$ cat src/hdl/eas_map.svh
`ifndef EAS_MAP_SVH
`define EAS_MAP_SVH
// Register byte addresses
`define EAS_ADDR_AREA_SEL 8'h00
`define EAS_ADDR_CMD 8'h04
`define EAS_ADDR_SWAP_CTL 8'h08
`define EAS_ADDR_SEC_FLAG 8'h0C
`define EAS_ADDR_WDATA_LO 8'h10
`define EAS_ADDR_WDATA_HI 8'h14
`define EAS_ADDR_SHLD_START 8'h18
`define EAS_ADDR_SHLD_END 8'h1C
`define EAS_ADDR_STATUS 8'h20
`define EAS_ADDR_CTRL 8'h24
// Field positions
`define EAS_BIT_EXTRA_SEL 0
`define EAS_BIT_START 7
`define EAS_BIT_BOOT_FLAG 8
`define EAS_BIT_BOOT_PROT 9
`define EAS_BIT_SHLD_MOD 15
`define EAS_BIT_TMP_MODE 7
`define EAS_BIT_TMP_SEL 6
// Command and reset values
`define EAS_OP_SECURITY 3'h7
`define EAS_OP_SHIELD 3'h1
`define EAS_CMD_SECURITY 8'h87
`define EAS_CMD_SHIELD 8'h81
`define EAS_RST_SEC_FLAG 16'hFFFF
`define EAS_RST_SHLD 16'hFFFF
`define EAS_RST_WDATA 16'h0000
// Busy time of one extra-area operation
`define EAS_OP_TIME_NS 200
`define EAS_CLK_NS 10
`define EAS_OP_CYCLES ((`EAS_OP_TIME_NS + `EAS_CLK_NS - 1) / `EAS_CLK_NS)
// Boot cluster windows
`define EAS_BOOT_END_BIG 20'h03FFF
`define EAS_BOOT_END_SMALL 20'h01FFF
`endif

$ cat src/hdl/eas_pkg.sv
package eas_pkg;
   typedef enum logic [1:0] {
      EAS_IDLE = 2'b01,
      EAS_BUSY = 2'b10
   } eas_state_type;
   typedef logic [19:0] eas_addr_type;
endpackage

$ cat src/hdl/eas_seq.sv
`timescale 1ns/10ps
`include "eas_map.svh"
// Operation
// - Command 0x87 launches security-flag write.
// - Command 0x81 launches shield-window write.
// - Boot-cluster change swaps only after reset.
// - Swap source: stored flag or temporary select.
// - Stored flag inverted, temporary select direct.
// - Selected cluster maps at address zero.
module eas_seq #(
   parameter bit SMALL_BOOT = 1'b0
) (
   input wire logic i_ref_clk,
   input wire logic i_reset,
   input wire logic [7:0] s_axi_awaddr,
   input wire logic s_axi_awvalid,
   output logic s_axi_awready,
   input wire logic [31:0] s_axi_wdata,
   input wire logic [3:0] s_axi_wstrb,
   input wire logic s_axi_wvalid,
   output logic s_axi_wready,
   output logic [1:0] s_axi_bresp,
   output logic s_axi_bvalid,
   input wire logic s_axi_bready,
   input wire logic [7:0] s_axi_araddr,
   input wire logic s_axi_arvalid,
   output logic s_axi_arready,
   output logic [31:0] s_axi_rdata,
   output logic [1:0] s_axi_rresp,
   output logic s_axi_rvalid,
   input wire logic s_axi_rready,
   input wire logic i_main_seq_busy,
   input wire eas_pkg::eas_addr_type i_fetch_addr,
   output eas_pkg::eas_addr_type o_fetch_addr,
   output logic o_extra_busy,
   output logic o_boot_cluster
);
   import eas_pkg::*;

   localparam int OP_CYC = `EAS_OP_CYCLES;

   logic [7:0] flash_area_select, next_flash_area_select;
   logic [7:0] extra_seq_command, next_extra_seq_command;
   // Flash-backed state powers up erased, swap control at 8'h00; reset never touches it
   logic [7:0] boot_swap_temp_control = 8'h00;
   logic [7:0] next_boot_swap_temp_control;
   logic [15:0] security_flag_readback = `EAS_RST_SEC_FLAG;
   logic [15:0] next_security_flag_readback;
   logic [15:0] write_data_low, next_write_data_low;
   logic [15:0] write_data_high, next_write_data_high;
   logic [15:0] shield_start_readback = `EAS_RST_SHLD;
   logic [15:0] next_shield_start_readback;
   logic [15:0] shield_end_readback = `EAS_RST_SHLD;
   logic [15:0] next_shield_end_readback;
   logic data_flash_access_en, next_data_flash_access_en;
   logic code_prog_mode, next_code_prog_mode;
   logic cmd_done, next_cmd_done;
   logic cmd_error, next_cmd_error;
   eas_state_type state, next_state;
   logic [7:0] op_cnt, next_op_cnt;
   logic [2:0] op_code, next_op_code;
   logic boot_cluster, next_boot_cluster;
   logic boot_latched, next_boot_latched;

   logic aw_held, next_aw_held;
   logic [7:0] aw_addr, next_aw_addr;
   logic w_held, next_w_held;
   logic [31:0] w_data, next_w_data;
   logic [3:0] w_strb, next_w_strb;
   logic bvalid, next_bvalid;
   logic [1:0] bresp, next_bresp;
   logic rvalid, next_rvalid;
   logic [31:0] rdata, next_rdata;
   logic [1:0] rresp, next_rresp;

   logic do_write;
   logic [31:0] rd_word;
   logic rd_hit;
   logic wr_hit;
   logic launch;

   function automatic logic [15:0] merge16(input logic [15:0] old,
                                           input logic [31:0] d,
                                           input logic [3:0] s);
      logic [15:0] r;
      r = old;
      if (s[0]) begin
         r[7:0] = d[7:0];
      end
      if (s[1]) begin
         r[15:8] = d[15:8];
      end
      return r;
   endfunction

   assign s_axi_awready = !aw_held && !bvalid;
   assign s_axi_wready = !w_held && !bvalid;
   assign s_axi_arready = !rvalid;
   assign s_axi_bvalid = bvalid;
   assign s_axi_bresp = bresp;
   assign s_axi_rvalid = rvalid;
   assign s_axi_rdata = rdata;
   assign s_axi_rresp = rresp;
   assign do_write = aw_held && w_held && !bvalid;

   always_comb begin
      wr_hit = 1'b1;
      unique case (aw_addr)
         `EAS_ADDR_AREA_SEL, `EAS_ADDR_CMD, `EAS_ADDR_SWAP_CTL,
         `EAS_ADDR_WDATA_LO, `EAS_ADDR_WDATA_HI, `EAS_ADDR_CTRL: begin
            wr_hit = 1'b1;
         end
         `EAS_ADDR_SEC_FLAG, `EAS_ADDR_SHLD_START, `EAS_ADDR_SHLD_END,
         `EAS_ADDR_STATUS: begin
            wr_hit = 1'b1;
         end
         default: begin
            wr_hit = 1'b0;
         end
      endcase
   end

   // A write of the start bit while idle begins an operation, whatever the op-code
   // launch decode
   assign launch = do_write && (aw_addr == `EAS_ADDR_CMD) && w_strb[0] &&
                   w_data[`EAS_BIT_START] && (state == EAS_IDLE);

   always_comb begin
      rd_hit = 1'b1;
      rd_word = 32'h0000_0000;
      unique case (s_axi_araddr)
         `EAS_ADDR_AREA_SEL: rd_word = {24'h000000, flash_area_select};
         `EAS_ADDR_CMD: rd_word = {24'h000000, extra_seq_command};
         `EAS_ADDR_SWAP_CTL: rd_word = {24'h000000, boot_swap_temp_control};
         `EAS_ADDR_SEC_FLAG: rd_word = {16'h0000, security_flag_readback};
         `EAS_ADDR_WDATA_LO: rd_word = {16'h0000, write_data_low};
         `EAS_ADDR_WDATA_HI: rd_word = {16'h0000, write_data_high};
         `EAS_ADDR_SHLD_START: rd_word = {16'h0000, shield_start_readback};
         `EAS_ADDR_SHLD_END: rd_word = {16'h0000, shield_end_readback};
         `EAS_ADDR_STATUS: rd_word = {28'h0000000, boot_cluster,
                                      cmd_error, cmd_done, o_extra_busy};
         `EAS_ADDR_CTRL: rd_word = {30'h00000000, code_prog_mode,
                                    data_flash_access_en};
         default: rd_hit = 1'b0;
      endcase
   end

   always_comb begin
      next_aw_held = aw_held;
      next_aw_addr = aw_addr;
      next_w_held = w_held;
      next_w_data = w_data;
      next_w_strb = w_strb;
      next_bvalid = bvalid;
      next_bresp = bresp;
      next_rvalid = rvalid;
      next_rdata = rdata;
      next_rresp = rresp;
      if (s_axi_awvalid && s_axi_awready) begin
         next_aw_held = 1'b1;
         next_aw_addr = {s_axi_awaddr[7:2], 2'b00};
      end
      if (s_axi_wvalid && s_axi_wready) begin
         next_w_held = 1'b1;
         next_w_data = s_axi_wdata;
         next_w_strb = s_axi_wstrb;
      end
      if (do_write) begin
         next_aw_held = 1'b0;
         next_w_held = 1'b0;
         next_bvalid = 1'b1;
         next_bresp = wr_hit ? 2'b00 : 2'b10;
      end else if (bvalid && s_axi_bready) begin
         next_bvalid = 1'b0;
      end
      if (s_axi_arvalid && s_axi_arready) begin
         next_rvalid = 1'b1;
         next_rdata = rd_word;
         next_rresp = rd_hit ? 2'b00 : 2'b10;
      end else if (rvalid && s_axi_rready) begin
         next_rvalid = 1'b0;
      end
   end

   always_comb begin
      next_flash_area_select = flash_area_select;
      next_extra_seq_command = extra_seq_command;
      next_boot_swap_temp_control = boot_swap_temp_control;
      next_security_flag_readback = security_flag_readback;
      next_write_data_low = write_data_low;
      next_write_data_high = write_data_high;
      next_shield_start_readback = shield_start_readback;
      next_shield_end_readback = shield_end_readback;
      next_data_flash_access_en = data_flash_access_en;
      next_code_prog_mode = code_prog_mode;
      next_cmd_done = cmd_done;
      next_cmd_error = cmd_error;
      next_state = state;
      next_op_cnt = op_cnt;
      next_op_code = op_code;
      next_boot_cluster = boot_cluster;
      next_boot_latched = boot_latched;
      // boot selection sampled once after reset
      if (!boot_latched) begin
         next_boot_latched = 1'b1;
         if (boot_swap_temp_control[`EAS_BIT_TMP_MODE]) begin
            next_boot_cluster = boot_swap_temp_control[`EAS_BIT_TMP_SEL];
         end else begin
            next_boot_cluster = !security_flag_readback[`EAS_BIT_BOOT_FLAG];
         end
      end
      if (do_write && wr_hit) begin
         unique case (aw_addr)
            `EAS_ADDR_AREA_SEL: begin
               if (w_strb[0]) begin
                  next_flash_area_select = w_data[7:0];
               end
            end
            `EAS_ADDR_CMD: begin
               if (w_strb[0]) begin
                  next_extra_seq_command = w_data[7:0];
               end
            end
            `EAS_ADDR_SWAP_CTL: begin
               if (w_strb[0]) begin
                  next_boot_swap_temp_control = w_data[7:0];
               end
            end
            `EAS_ADDR_WDATA_LO: begin
               next_write_data_low = merge16(write_data_low, w_data, w_strb);
            end
            `EAS_ADDR_WDATA_HI: begin
               next_write_data_high = merge16(write_data_high, w_data, w_strb);
            end
            `EAS_ADDR_CTRL: begin
               if (w_strb[0]) begin
                  next_data_flash_access_en = w_data[0];
                  next_code_prog_mode = w_data[1];
               end
            end
            `EAS_ADDR_STATUS: begin
               // Write one to clear; a completing operation wins
               if (w_strb[0] && w_data[1]) begin
                  next_cmd_done = 1'b0;
               end
               if (w_strb[0] && w_data[2]) begin
                  next_cmd_error = 1'b0;
               end
            end
            default: begin
            end
         endcase
      end
      unique case (state)
         EAS_IDLE: begin
            if (launch) begin
               next_op_code = w_data[2:0];
               next_op_cnt = 8'(OP_CYC - 1);
               next_state = EAS_BUSY;
            end
         end
         EAS_BUSY: begin
            if (op_cnt != 8'h00) begin
               next_op_cnt = op_cnt - 8'h01;
            end else begin
               next_state = EAS_IDLE;
               next_cmd_done = 1'b1;
               next_extra_seq_command[`EAS_BIT_START] = 1'b0;
               if (!flash_area_select[`EAS_BIT_EXTRA_SEL] ||
                   !data_flash_access_en || !code_prog_mode) begin
                  next_cmd_error = 1'b1;
               end else if (op_code == `EAS_OP_SECURITY) begin
                  // stored flag updated, swap waits for reset
                  next_security_flag_readback = write_data_low;
               end else if (op_code == `EAS_OP_SHIELD) begin
                  if (!shield_start_readback[`EAS_BIT_SHLD_MOD]) begin
                     next_cmd_error = 1'b1;
                  end else begin
                     next_shield_start_readback = write_data_low;
                     next_shield_end_readback = write_data_high;
                  end
               end else begin
                  next_cmd_error = 1'b1;
               end
            end
         end
      endcase
   end

   always_ff @(posedge i_ref_clk) begin
      if (i_reset) begin
         aw_held <= 1'b0;
         aw_addr <= 8'h00;
         w_held <= 1'b0;
         w_data <= 32'h0000_0000;
         w_strb <= 4'h0;
         bvalid <= 1'b0;
         bresp <= 2'b00;
         rvalid <= 1'b0;
         rdata <= 32'h0000_0000;
         rresp <= 2'b00;
      end else begin
         aw_held <= next_aw_held;
         aw_addr <= next_aw_addr;
         w_held <= next_w_held;
         w_data <= next_w_data;
         w_strb <= next_w_strb;
         bvalid <= next_bvalid;
         bresp <= next_bresp;
         rvalid <= next_rvalid;
         rdata <= next_rdata;
         rresp <= next_rresp;
      end
   end

   // Flash contents survive reset; only volatile control state clears
   always_ff @(posedge i_ref_clk) begin
      security_flag_readback <= next_security_flag_readback;
      shield_start_readback <= next_shield_start_readback;
      shield_end_readback <= next_shield_end_readback;
      boot_swap_temp_control <= next_boot_swap_temp_control;
      if (i_reset) begin
         flash_area_select <= 8'h00;
         extra_seq_command <= 8'h00;
         write_data_low <= `EAS_RST_WDATA;
         write_data_high <= `EAS_RST_WDATA;
         data_flash_access_en <= 1'b0;
         code_prog_mode <= 1'b0;
         cmd_done <= 1'b0;
         cmd_error <= 1'b0;
         state <= EAS_IDLE;
         op_cnt <= 8'h00;
         op_code <= 3'h0;
         boot_cluster <= 1'b0;
         boot_latched <= 1'b0;
      end else begin
         flash_area_select <= next_flash_area_select;
         extra_seq_command <= next_extra_seq_command;
         write_data_low <= next_write_data_low;
         write_data_high <= next_write_data_high;
         data_flash_access_en <= next_data_flash_access_en;
         code_prog_mode <= next_code_prog_mode;
         cmd_done <= next_cmd_done;
         cmd_error <= next_cmd_error;
         state <= next_state;
         op_cnt <= next_op_cnt;
         op_code <= next_op_code;
         boot_cluster <= next_boot_cluster;
         boot_latched <= next_boot_latched;
      end
   end

   // busy seen by host and main sequencer
   assign o_extra_busy = (state == EAS_BUSY) || i_main_seq_busy;
   assign o_boot_cluster = boot_cluster;

   // swap the two low clusters by flipping the cluster address bit
   always_comb begin
      o_fetch_addr = i_fetch_addr;
      if (boot_cluster) begin
         if (SMALL_BOOT) begin
            if (i_fetch_addr <= `EAS_BOOT_END_BIG) begin
               o_fetch_addr[13] = !i_fetch_addr[13];
            end
         end else if (i_fetch_addr <= 20'h07FFF) begin
            o_fetch_addr[14] = !i_fetch_addr[14];
         end
      end
   end

   a_boot_hold: assert property (@(posedge i_ref_clk) disable iff (i_reset)
      boot_latched |=> $stable(boot_cluster))
      else $error("boot cluster changed without reset");
   a_op_len: assert property (@(posedge i_ref_clk) disable iff (i_reset)
      launch |=> (state == EAS_BUSY) [*8])
      else $error("operation ended early");
   a_op_end: assert property (@(posedge i_ref_clk) disable iff (i_reset)
      launch |-> ##[1:25] (state == EAS_IDLE))
      else $error("operation never ended");
   a_busy_out: assert property (@(posedge i_ref_clk) disable iff (i_reset)
      (state == EAS_BUSY) |-> o_extra_busy)
      else $error("busy not shown");
   a_map_swap: assert property (@(posedge i_ref_clk) disable iff (i_reset)
      (!boot_cluster || i_fetch_addr > 20'h07FFF) |->
      o_fetch_addr == i_fetch_addr)
      else $error("address remapped for cluster 0");
   a_pol_store: assert property (@(posedge i_ref_clk) disable iff (i_reset)
      $rose(boot_latched) && !$past(boot_swap_temp_control[7]) |->
      boot_cluster == !$past(security_flag_readback[8]))
      else $error("stored flag polarity wrong");
   a_pol_temp: assert property (@(posedge i_ref_clk) disable iff (i_reset)
      $rose(boot_latched) && $past(boot_swap_temp_control[7]) |->
      boot_cluster == $past(boot_swap_temp_control[6]))
      else $error("temporary select ignored");
   a_done_flag: assert property (@(posedge i_ref_clk) disable iff (i_reset)
      (state == EAS_BUSY) && (op_cnt == 8'h00) |=> cmd_done)
      else $error("completion not flagged");
endmodule

$ cat config.mk
export PLATFORM = sky130hd
export DESIGN_NAME = eas_seq
export DESIGN_NICKNAME = d
export VERILOG_FILES = /design/src/hdl/eas_pkg.sv /design/src/hdl/eas_seq.sv
export VERILOG_INCLUDE_DIRS = /design/src /design/src/hdl
export SDC_FILE = /design/constraint.sdc
export NUM_CORES = 1
export LEC_CHECK = 0
export ABC_AREA = 1
export BUFFER_PORTS_ARGS = -buffer_cell sky130_fd_sc_hd__buf_2
export CELL_PAD_IN_SITES_DETAIL_PLACEMENT = 1
export CELL_PAD_IN_SITES_GLOBAL_PLACEMENT = 1
export CORE_ASPECT_RATIO = 1.25
export CORE_UTILIZATION = 41
export CTS_CLUSTER_DIAMETER = 30
export DETAILED_ROUTE_END_ITERATION = 16
export GPL_TIMING_DRIVEN = 0
export PLACE_DENSITY = 0.81
export SYNTH_ARGS = -nofsm -noshare
export SYNTH_HDL_FRONTEND = slang
export SYNTH_SLANG_ARGS = --single-unit
$ cat constraint.sdc
create_clock -name i_ref_clk -period 4.9 [get_ports i_ref_clk]
set_input_delay 0.98 -clock i_ref_clk [delete_from_list [all_inputs] [get_ports i_ref_clk]]
set_output_delay 0.98 -clock i_ref_clk [all_outputs]
set_load 0.05 [all_outputs]
==> metrics, run 1 <==
status=finished clean; initial core utilization=0.4220; HP Class=reg2reg; final core occ=0.5012; CP endpoint kind=primary output; required time of the critical path=between 3 and 4 ns; final setup violation count=0; Syn-to-layout area delta=18.77%; Slew headroom=0.3135; Synth area leaders=dfxtp_1 31%, edfxtp_1 23%, nand3_1 8.2%; Setup CP Type=in2out; static leakage=just under 4 nW; MaxCap Viol Count=0; CTS tree=yes; vias=6395; top_reg_cell synth=dfxtp_1; DR DRC count=0; CTS Buf Count=17; crit path launch type=input pin; Initial DRC Count=~350; total of cells resized after clock tree synthesis=0; Root Buffer=clkbuf_16; io pins=143; post-synth cell types=38; total global routing overflow=0; share of cells above drive strength 1=0.2174; fin crit share=0.5889; Sink Count=169; gpl congestion=~0.82; mean routed wirelength per cell=roughly 17 µm; vias in the first global route=6506; die width=between 100 and 150 µm; crit path DAT=1.91 ns; Hold-fix buffers, CTS=0; Cells after Synth=roughly 870; GRT Total Usage=0.2376; H-tree level count=4; CP Max Fanout=2; Max VDD drop=roughly 0.16 mV; worst slew pin tran=between 1 and 1.5 ns; final wirelength=about 21000 µm; Final min period=a little under 3 ns; #FFs+latches synth=approximately 170; Mean Syn Cell Area=approximately 8.5 µm²; Setup WS pre-CTS=~2 ns; die height=152.3 µm; RSZ-0062 raised after global routing=false; core area=roughly 18000 µm²; Fmax=roughly 0.35 GHz; Post-synth top cells=121 x nand3_1, 120 x nor2_1, 113 x dfxtp_1, 113 x nand2_1, 78 x o21ai_0; ys async rst share=0; DR pass1 iterations=5; Fillers=roughly 2200; Routed Antenna Nets=0; std cell rows=54; Cell Area, Synth=between 7000 and 8000 µm²; warnings from Yosys=0; most common cell in the netlist=nand3_1; Hold WS=~0.43 ns; Power Density=348.1 nW/µm²; max-slew violations=0; clock slew at the register clock pins of the worst setup and hold paths=about 0.07 ns; post-CTS repair timing setup buffer count=0; IO Port Bufs=89; diode count=0; Setup Total Neg Slack=0 ns; full die area=about 19000 µm²; final hold viol count=0; Post-synth EDFFs=56; Clock Skew=about 0.0065 ns; dpl hpwl=approximately 16000 µm; CTS max path bufs=2; nets=~1100; largest area contributor in the netlist=dfxtp_1; Worst Slack Setup Final=2.015 ns; pin count of the biggest net entering global routing=17; sequential area share after synthesis=0.5320; initial antenna violation count=0; first-pass GRT wire length=33820 µm; clock latency at the later pin of the worst-skew pair=0.44 ns; Yosys top cell area share=0.3051; DR vias/cell=~5.2
metrics by stage:
step	instances	cell area (µm²)	power, mW
CTS	1236	8805	3.080
floorplan	888	7477	1.734
global route	1236	8805	3.161
detailed placement	1204	8252	1.819
finish	1236	8805	3.065
global placement	1201	8203	1.813
final timing paths:
check	slack, ns	endpoint	cells past startpoint	from
max reg2reg	2.58	shield_end_readback[12]	6	state[0]
max	2.01	o_fetch_addr[14]	5	i_fetch_addr[19]
min reg2reg	0.43	boot_swap_temp_control[3]	0	w_data[3]
min	0.43	boot_swap_temp_control[3]	0	w_data[3]
logic make-up (layout without fill, tap and decap cells):
| logic type | count (synthesis) | after routing | share of synthesized area |
|---|---|---|---|
| xor+xnor | 6 | 6 | 0.007089 |
| fa+ha+maj | 2 | 2 | 0.003375 |
| other cells | 1 | 18 | 0.0005058 |
| compound gates | 160 | 160 | 0.1168 |
| flops | 169 | 169 | 0.5320 |
| buf+inv | 142 | 266 | 0.09907 |
| simple gates | 391 | 391 | 0.2412 |
area by class of cell:
cell class                 instances  area (µm²)  area share
clock inverter                    15       127.6     0.01449
sequential                       169        3944      0.4479
clock buffer                      17       425.4     0.04832
tap                              224       280.3     0.03183
buffer                            76       483.0     0.05485
timing repair buffer              92       486.7     0.05528
multi-input combinational        577        2806      0.3187
inverter                          66       251.5     0.02856
cells in the final DEF (no fill, tap or decap), types with 2 or more instances in the layout:
master	n
buf_6	5
xnor2_1	2
o21ai_0	78
nand2_2	4
dfxtp_1	113
buf_4	39
nand4_1	6
inv_1	58
clkinv_2	5
a211oi_1	15
a21oi_1	58
ha_1	2
nor3_2	3
o21ai_1	3
nor3_1	4
clkbuf_16	17
inv_6	2
clkinv_4	3
nand2_1	113
xor2_1	4
nor2_1	119
inv_2	6
edfxtp_1	56
clkinv_1	2
nand3_2	2
clkbuf_1	16
nor3_4	3
a211oi_2	2
nand3_1	121
clkinvlp_4	2
nor2_4	4
buf_2	106
nor2_2	8
buf_8	2
conb_1	18
layer usage:
| layer | share of wire | wire [µm] | vias to the layer above | global-route usage |
|---|---|---|---|---|
| met5 | 0 | 0 | - | 0 |
| met4 | 0.022 | 462 | 0 | 0.08246 |
| met3 | 0.052 | 1107 | 40 | 0.04903 |
| met2 | 0.51 | 10790 | 191 | 0.4208 |
| met1 | 0.42 | 8793 | 3036 | 0.2794 |
| li1 | - | - | 3128 | - |
critical path: stages:
cell and delay [ns]:
buf_2 0.11, nor4_1 0.31, nand2_1 0.11, xnor2_1 0.13
buf_2 0.27
flip-flops by register name (all words and copies together) (netlist names), 16 cells and up:
signal,cells
s_axi_rdata,16
security_flag_readback,16
shield_end_readback,16
shield_start_readback,16
w_data,16
write_data_high,16
write_data_low,16
power breakdown:
group          internal [mW]  switching [mW]
registers               1.47          0.0230
clock network          0.699           0.578
logic                 0.0811           0.218
No activity file was read; power rests on OpenSTA's default activity.
==> run 2, diff against run 1 <==
==> constraint.sdc (replaced) <==
create_clock -name i_ref_clk -period 2.9 [get_ports i_ref_clk]
set_input_delay 0.58 -clock i_ref_clk [delete_from_list [all_inputs] [get_ports i_ref_clk]]
set_output_delay 0.58 -clock i_ref_clk [all_outputs]
set_load 0.05 [all_outputs]
==> run 2 against run 1 <==
Against the previous run: wire length grew 4.2%; global-route usage rose by 1.0 points; critical endpoint is now shield_end_readback[11]; highest routed layer unchanged; worst hold slack worse by 0.039 ns; sequential share of layout area decreased by 0.58 points.
==> metrics, run 2 (synthesized netlist as in run 1, its figures left out) <==
initial core utilization=0.4220 (unchanged); status=finished clean; gpl congestion=0.8394 (+2.8%); required time of the critical path=3.04 ns (-0.88 ns); diode count=0 (unchanged); Root Buffer=clkbuf_16; Fmax=roughly 0.42 GHz; dpl hpwl=15820 µm (-0.27%); DR DRC count=0 (unchanged); IO Port Bufs=89 (unchanged); vias=6485 (+1.4%); critical-path cell list=nor2_1 -> inv_1 -> nor3_1 -> nand3_2 -> nor3_4 -> buf_16; CTS tree=yes; vias in the first global route=6605 (+1.5%); Setup Total Neg Slack=0 ns (unchanged); core area=17570 µm² (unchanged); total global routing overflow=0 (unchanged); CP endpoint kind=flip-flop; clock power share=0.458 (+0.041); Setup CP Type=reg2reg; MaxCap Viol Count=0 (unchanged); nets=1080 (-0.093%); initial antenna violation count=0 (unchanged); final setup violation count=0 (unchanged); total of cells resized after clock tree synthesis=0 (unchanged); most common cell after layout, fill and taps aside=nand3_1; Hold-fix buffers, CTS=0 (unchanged); Syn-to-layout area delta=20.32%; clock latency at the later pin of the worst-skew pair=0.43 ns (about the same); RSZ-0062 raised after global routing=false; fin crit share=0.8126; final wirelength=22040 µm (+4.2%); io pins=143 (unchanged); die height=152.3 µm (unchanged); worst slew pin tran=0.9674 ns (-0.05853 ns); final hold viol count=0 (unchanged); DR vias/cell=5.251 (+1.5%); crit path DAT=2.50 ns (+0.59 ns); Power Density=625.3 nW/µm² (+80%); Initial DRC Count=378 (+8.6%); pin count of the biggest net entering global routing=20 (+3); Seq pwr share=0.451 (-0.035); std cell rows=54 (unchanged); Power Internal=4.164 mW (+85%); Max VDD drop=0.2872 mV (+84%); max-slew violations=0 (unchanged); CP Max Fanout=19 (+17); Clock Skew=0.006824 ns (+0.0003032 ns); HP Class=in2reg; Final min period=roughly 2.4 ns; Slew headroom=0.3527 (+0.03917); Design Power=5.577 mW (+82%); DR pass1 iterations=5 (unchanged); CTS Buf Count=17 (unchanged); Sink Count=169 (unchanged); GRT Total Usage=0.2479 (+0.01026); clock slew at the register clock pins of the worst setup and hold paths=0.07 ns (about the same); crit path launch type=flip-flop; static leakage=3.995 nW (+1.6%); Comb pwr share=0.091 (-0.007); H-tree level count=4 (unchanged); Routed Antenna Nets=0 (unchanged); first-pass GRT wire length=35040 µm (+3.6%); Net Sw Power=1.413 mW (+73%); CP max-delay cell=nor3_4; Max stage delay on crit path=0.71 ns (+0.40 ns); CTS max path bufs=2 (unchanged); post-CTS repair timing setup buffer count=0 (unchanged); Net Sw Frac=0.2534 (-0.01365); die width=122.3 µm (unchanged); full die area=18630 µm² (unchanged); mean routed wirelength per cell=17.84 µm (+4.3%); most frequent cells in the layout=121 x nand3_1, 119 x nor2_1, 113 x nand2_1, 113 x dfxtp_1, 106 x buf_2; share of cells above drive strength 1=0.2186 (+0.001204)
==> run 2: path summary, 6_finish.rpt <==
kind | start | end | slack [ns] | depth (start not counted)
setup / recovery | op_cnt[2] | shield_end_readback[11] | 0.54 | 6
hold / removal | s_axi_bready | s_axi_bvalid | 0.39 | 4
setup reg to reg | op_cnt[2] | shield_end_readback[11] | 0.54 | 6
hold reg to reg | flash_area_select[4] | flash_area_select[4] | 0.45 | 2
==> run 2: area by class of cell <==
class,instances,area [µm²]
Clock buffer,17,425.4
Clock inverter,15,239.0
Fill cell,2151,8647
Multi-Input combinational cell,577,2813
Buffer,76,483.0
Inverter,66,251.5
Timing Repair Buffer,91,484.2
Tap cell,224,280.3
Sequential cell,169,3944
==> run 2: power groups by stage <==
| stage | logic (mW) | clock network, mW | registers, mW |
|---|---|---|---|
| 3_3_place_gp | 0.497 | 0 | 2.56 |
| 6_report | 0.506 | 2.56 | 2.52 |
| 4_1_cts | 0.511 | 2.58 | 2.51 |
| 2_1_floorplan | 0.356 | 0 | 2.57 |
| 3_5_place_dp | 0.508 | 0 | 2.57 |
| 5_1_grt | 0.554 | 2.67 | 2.52 |
==> run 2: worst max-delay path: cells and delay by family (launching register included) <==
family	cells	cell delay [ns]
buf+inv	2	0.31
flops	1	0.35
simple gates	4	1.39
==> run 2: per-stage QoR <==
stage | cells | hold WS (ns) | setup slack [ns] | util | instance area, µm²
2_1_floorplan | 888 | 0.4082 | 0.2997 | - | 7482
3_3_place_gp | 1201 | 0.4098 | -0.4701 | 0.4672 | 8208
3_5_place_dp | 1203 | 0.4363 | 0.5488 | 0.4699 | 8255
4_1_cts | 1235 | 0.3811 | 0.5205 | 0.5078 | 8920
5_1_grt | 1235 | 0.4319 | 0.3942 | 0.5078 | 8920
6_report | 1235 | 0.3934 | 0.5433 | 0.5078 | 8920
==> run 2: layer usage <==
layer  wire [µm]  vias to the layer above  global-route usage
met3        1215                       37             0.04603
met5           0                        -                   0
li1            -                     3135                   -
met2       11360                      232              0.4374
met1        8923                     3081              0.2902
met4         533                        0              0.1005
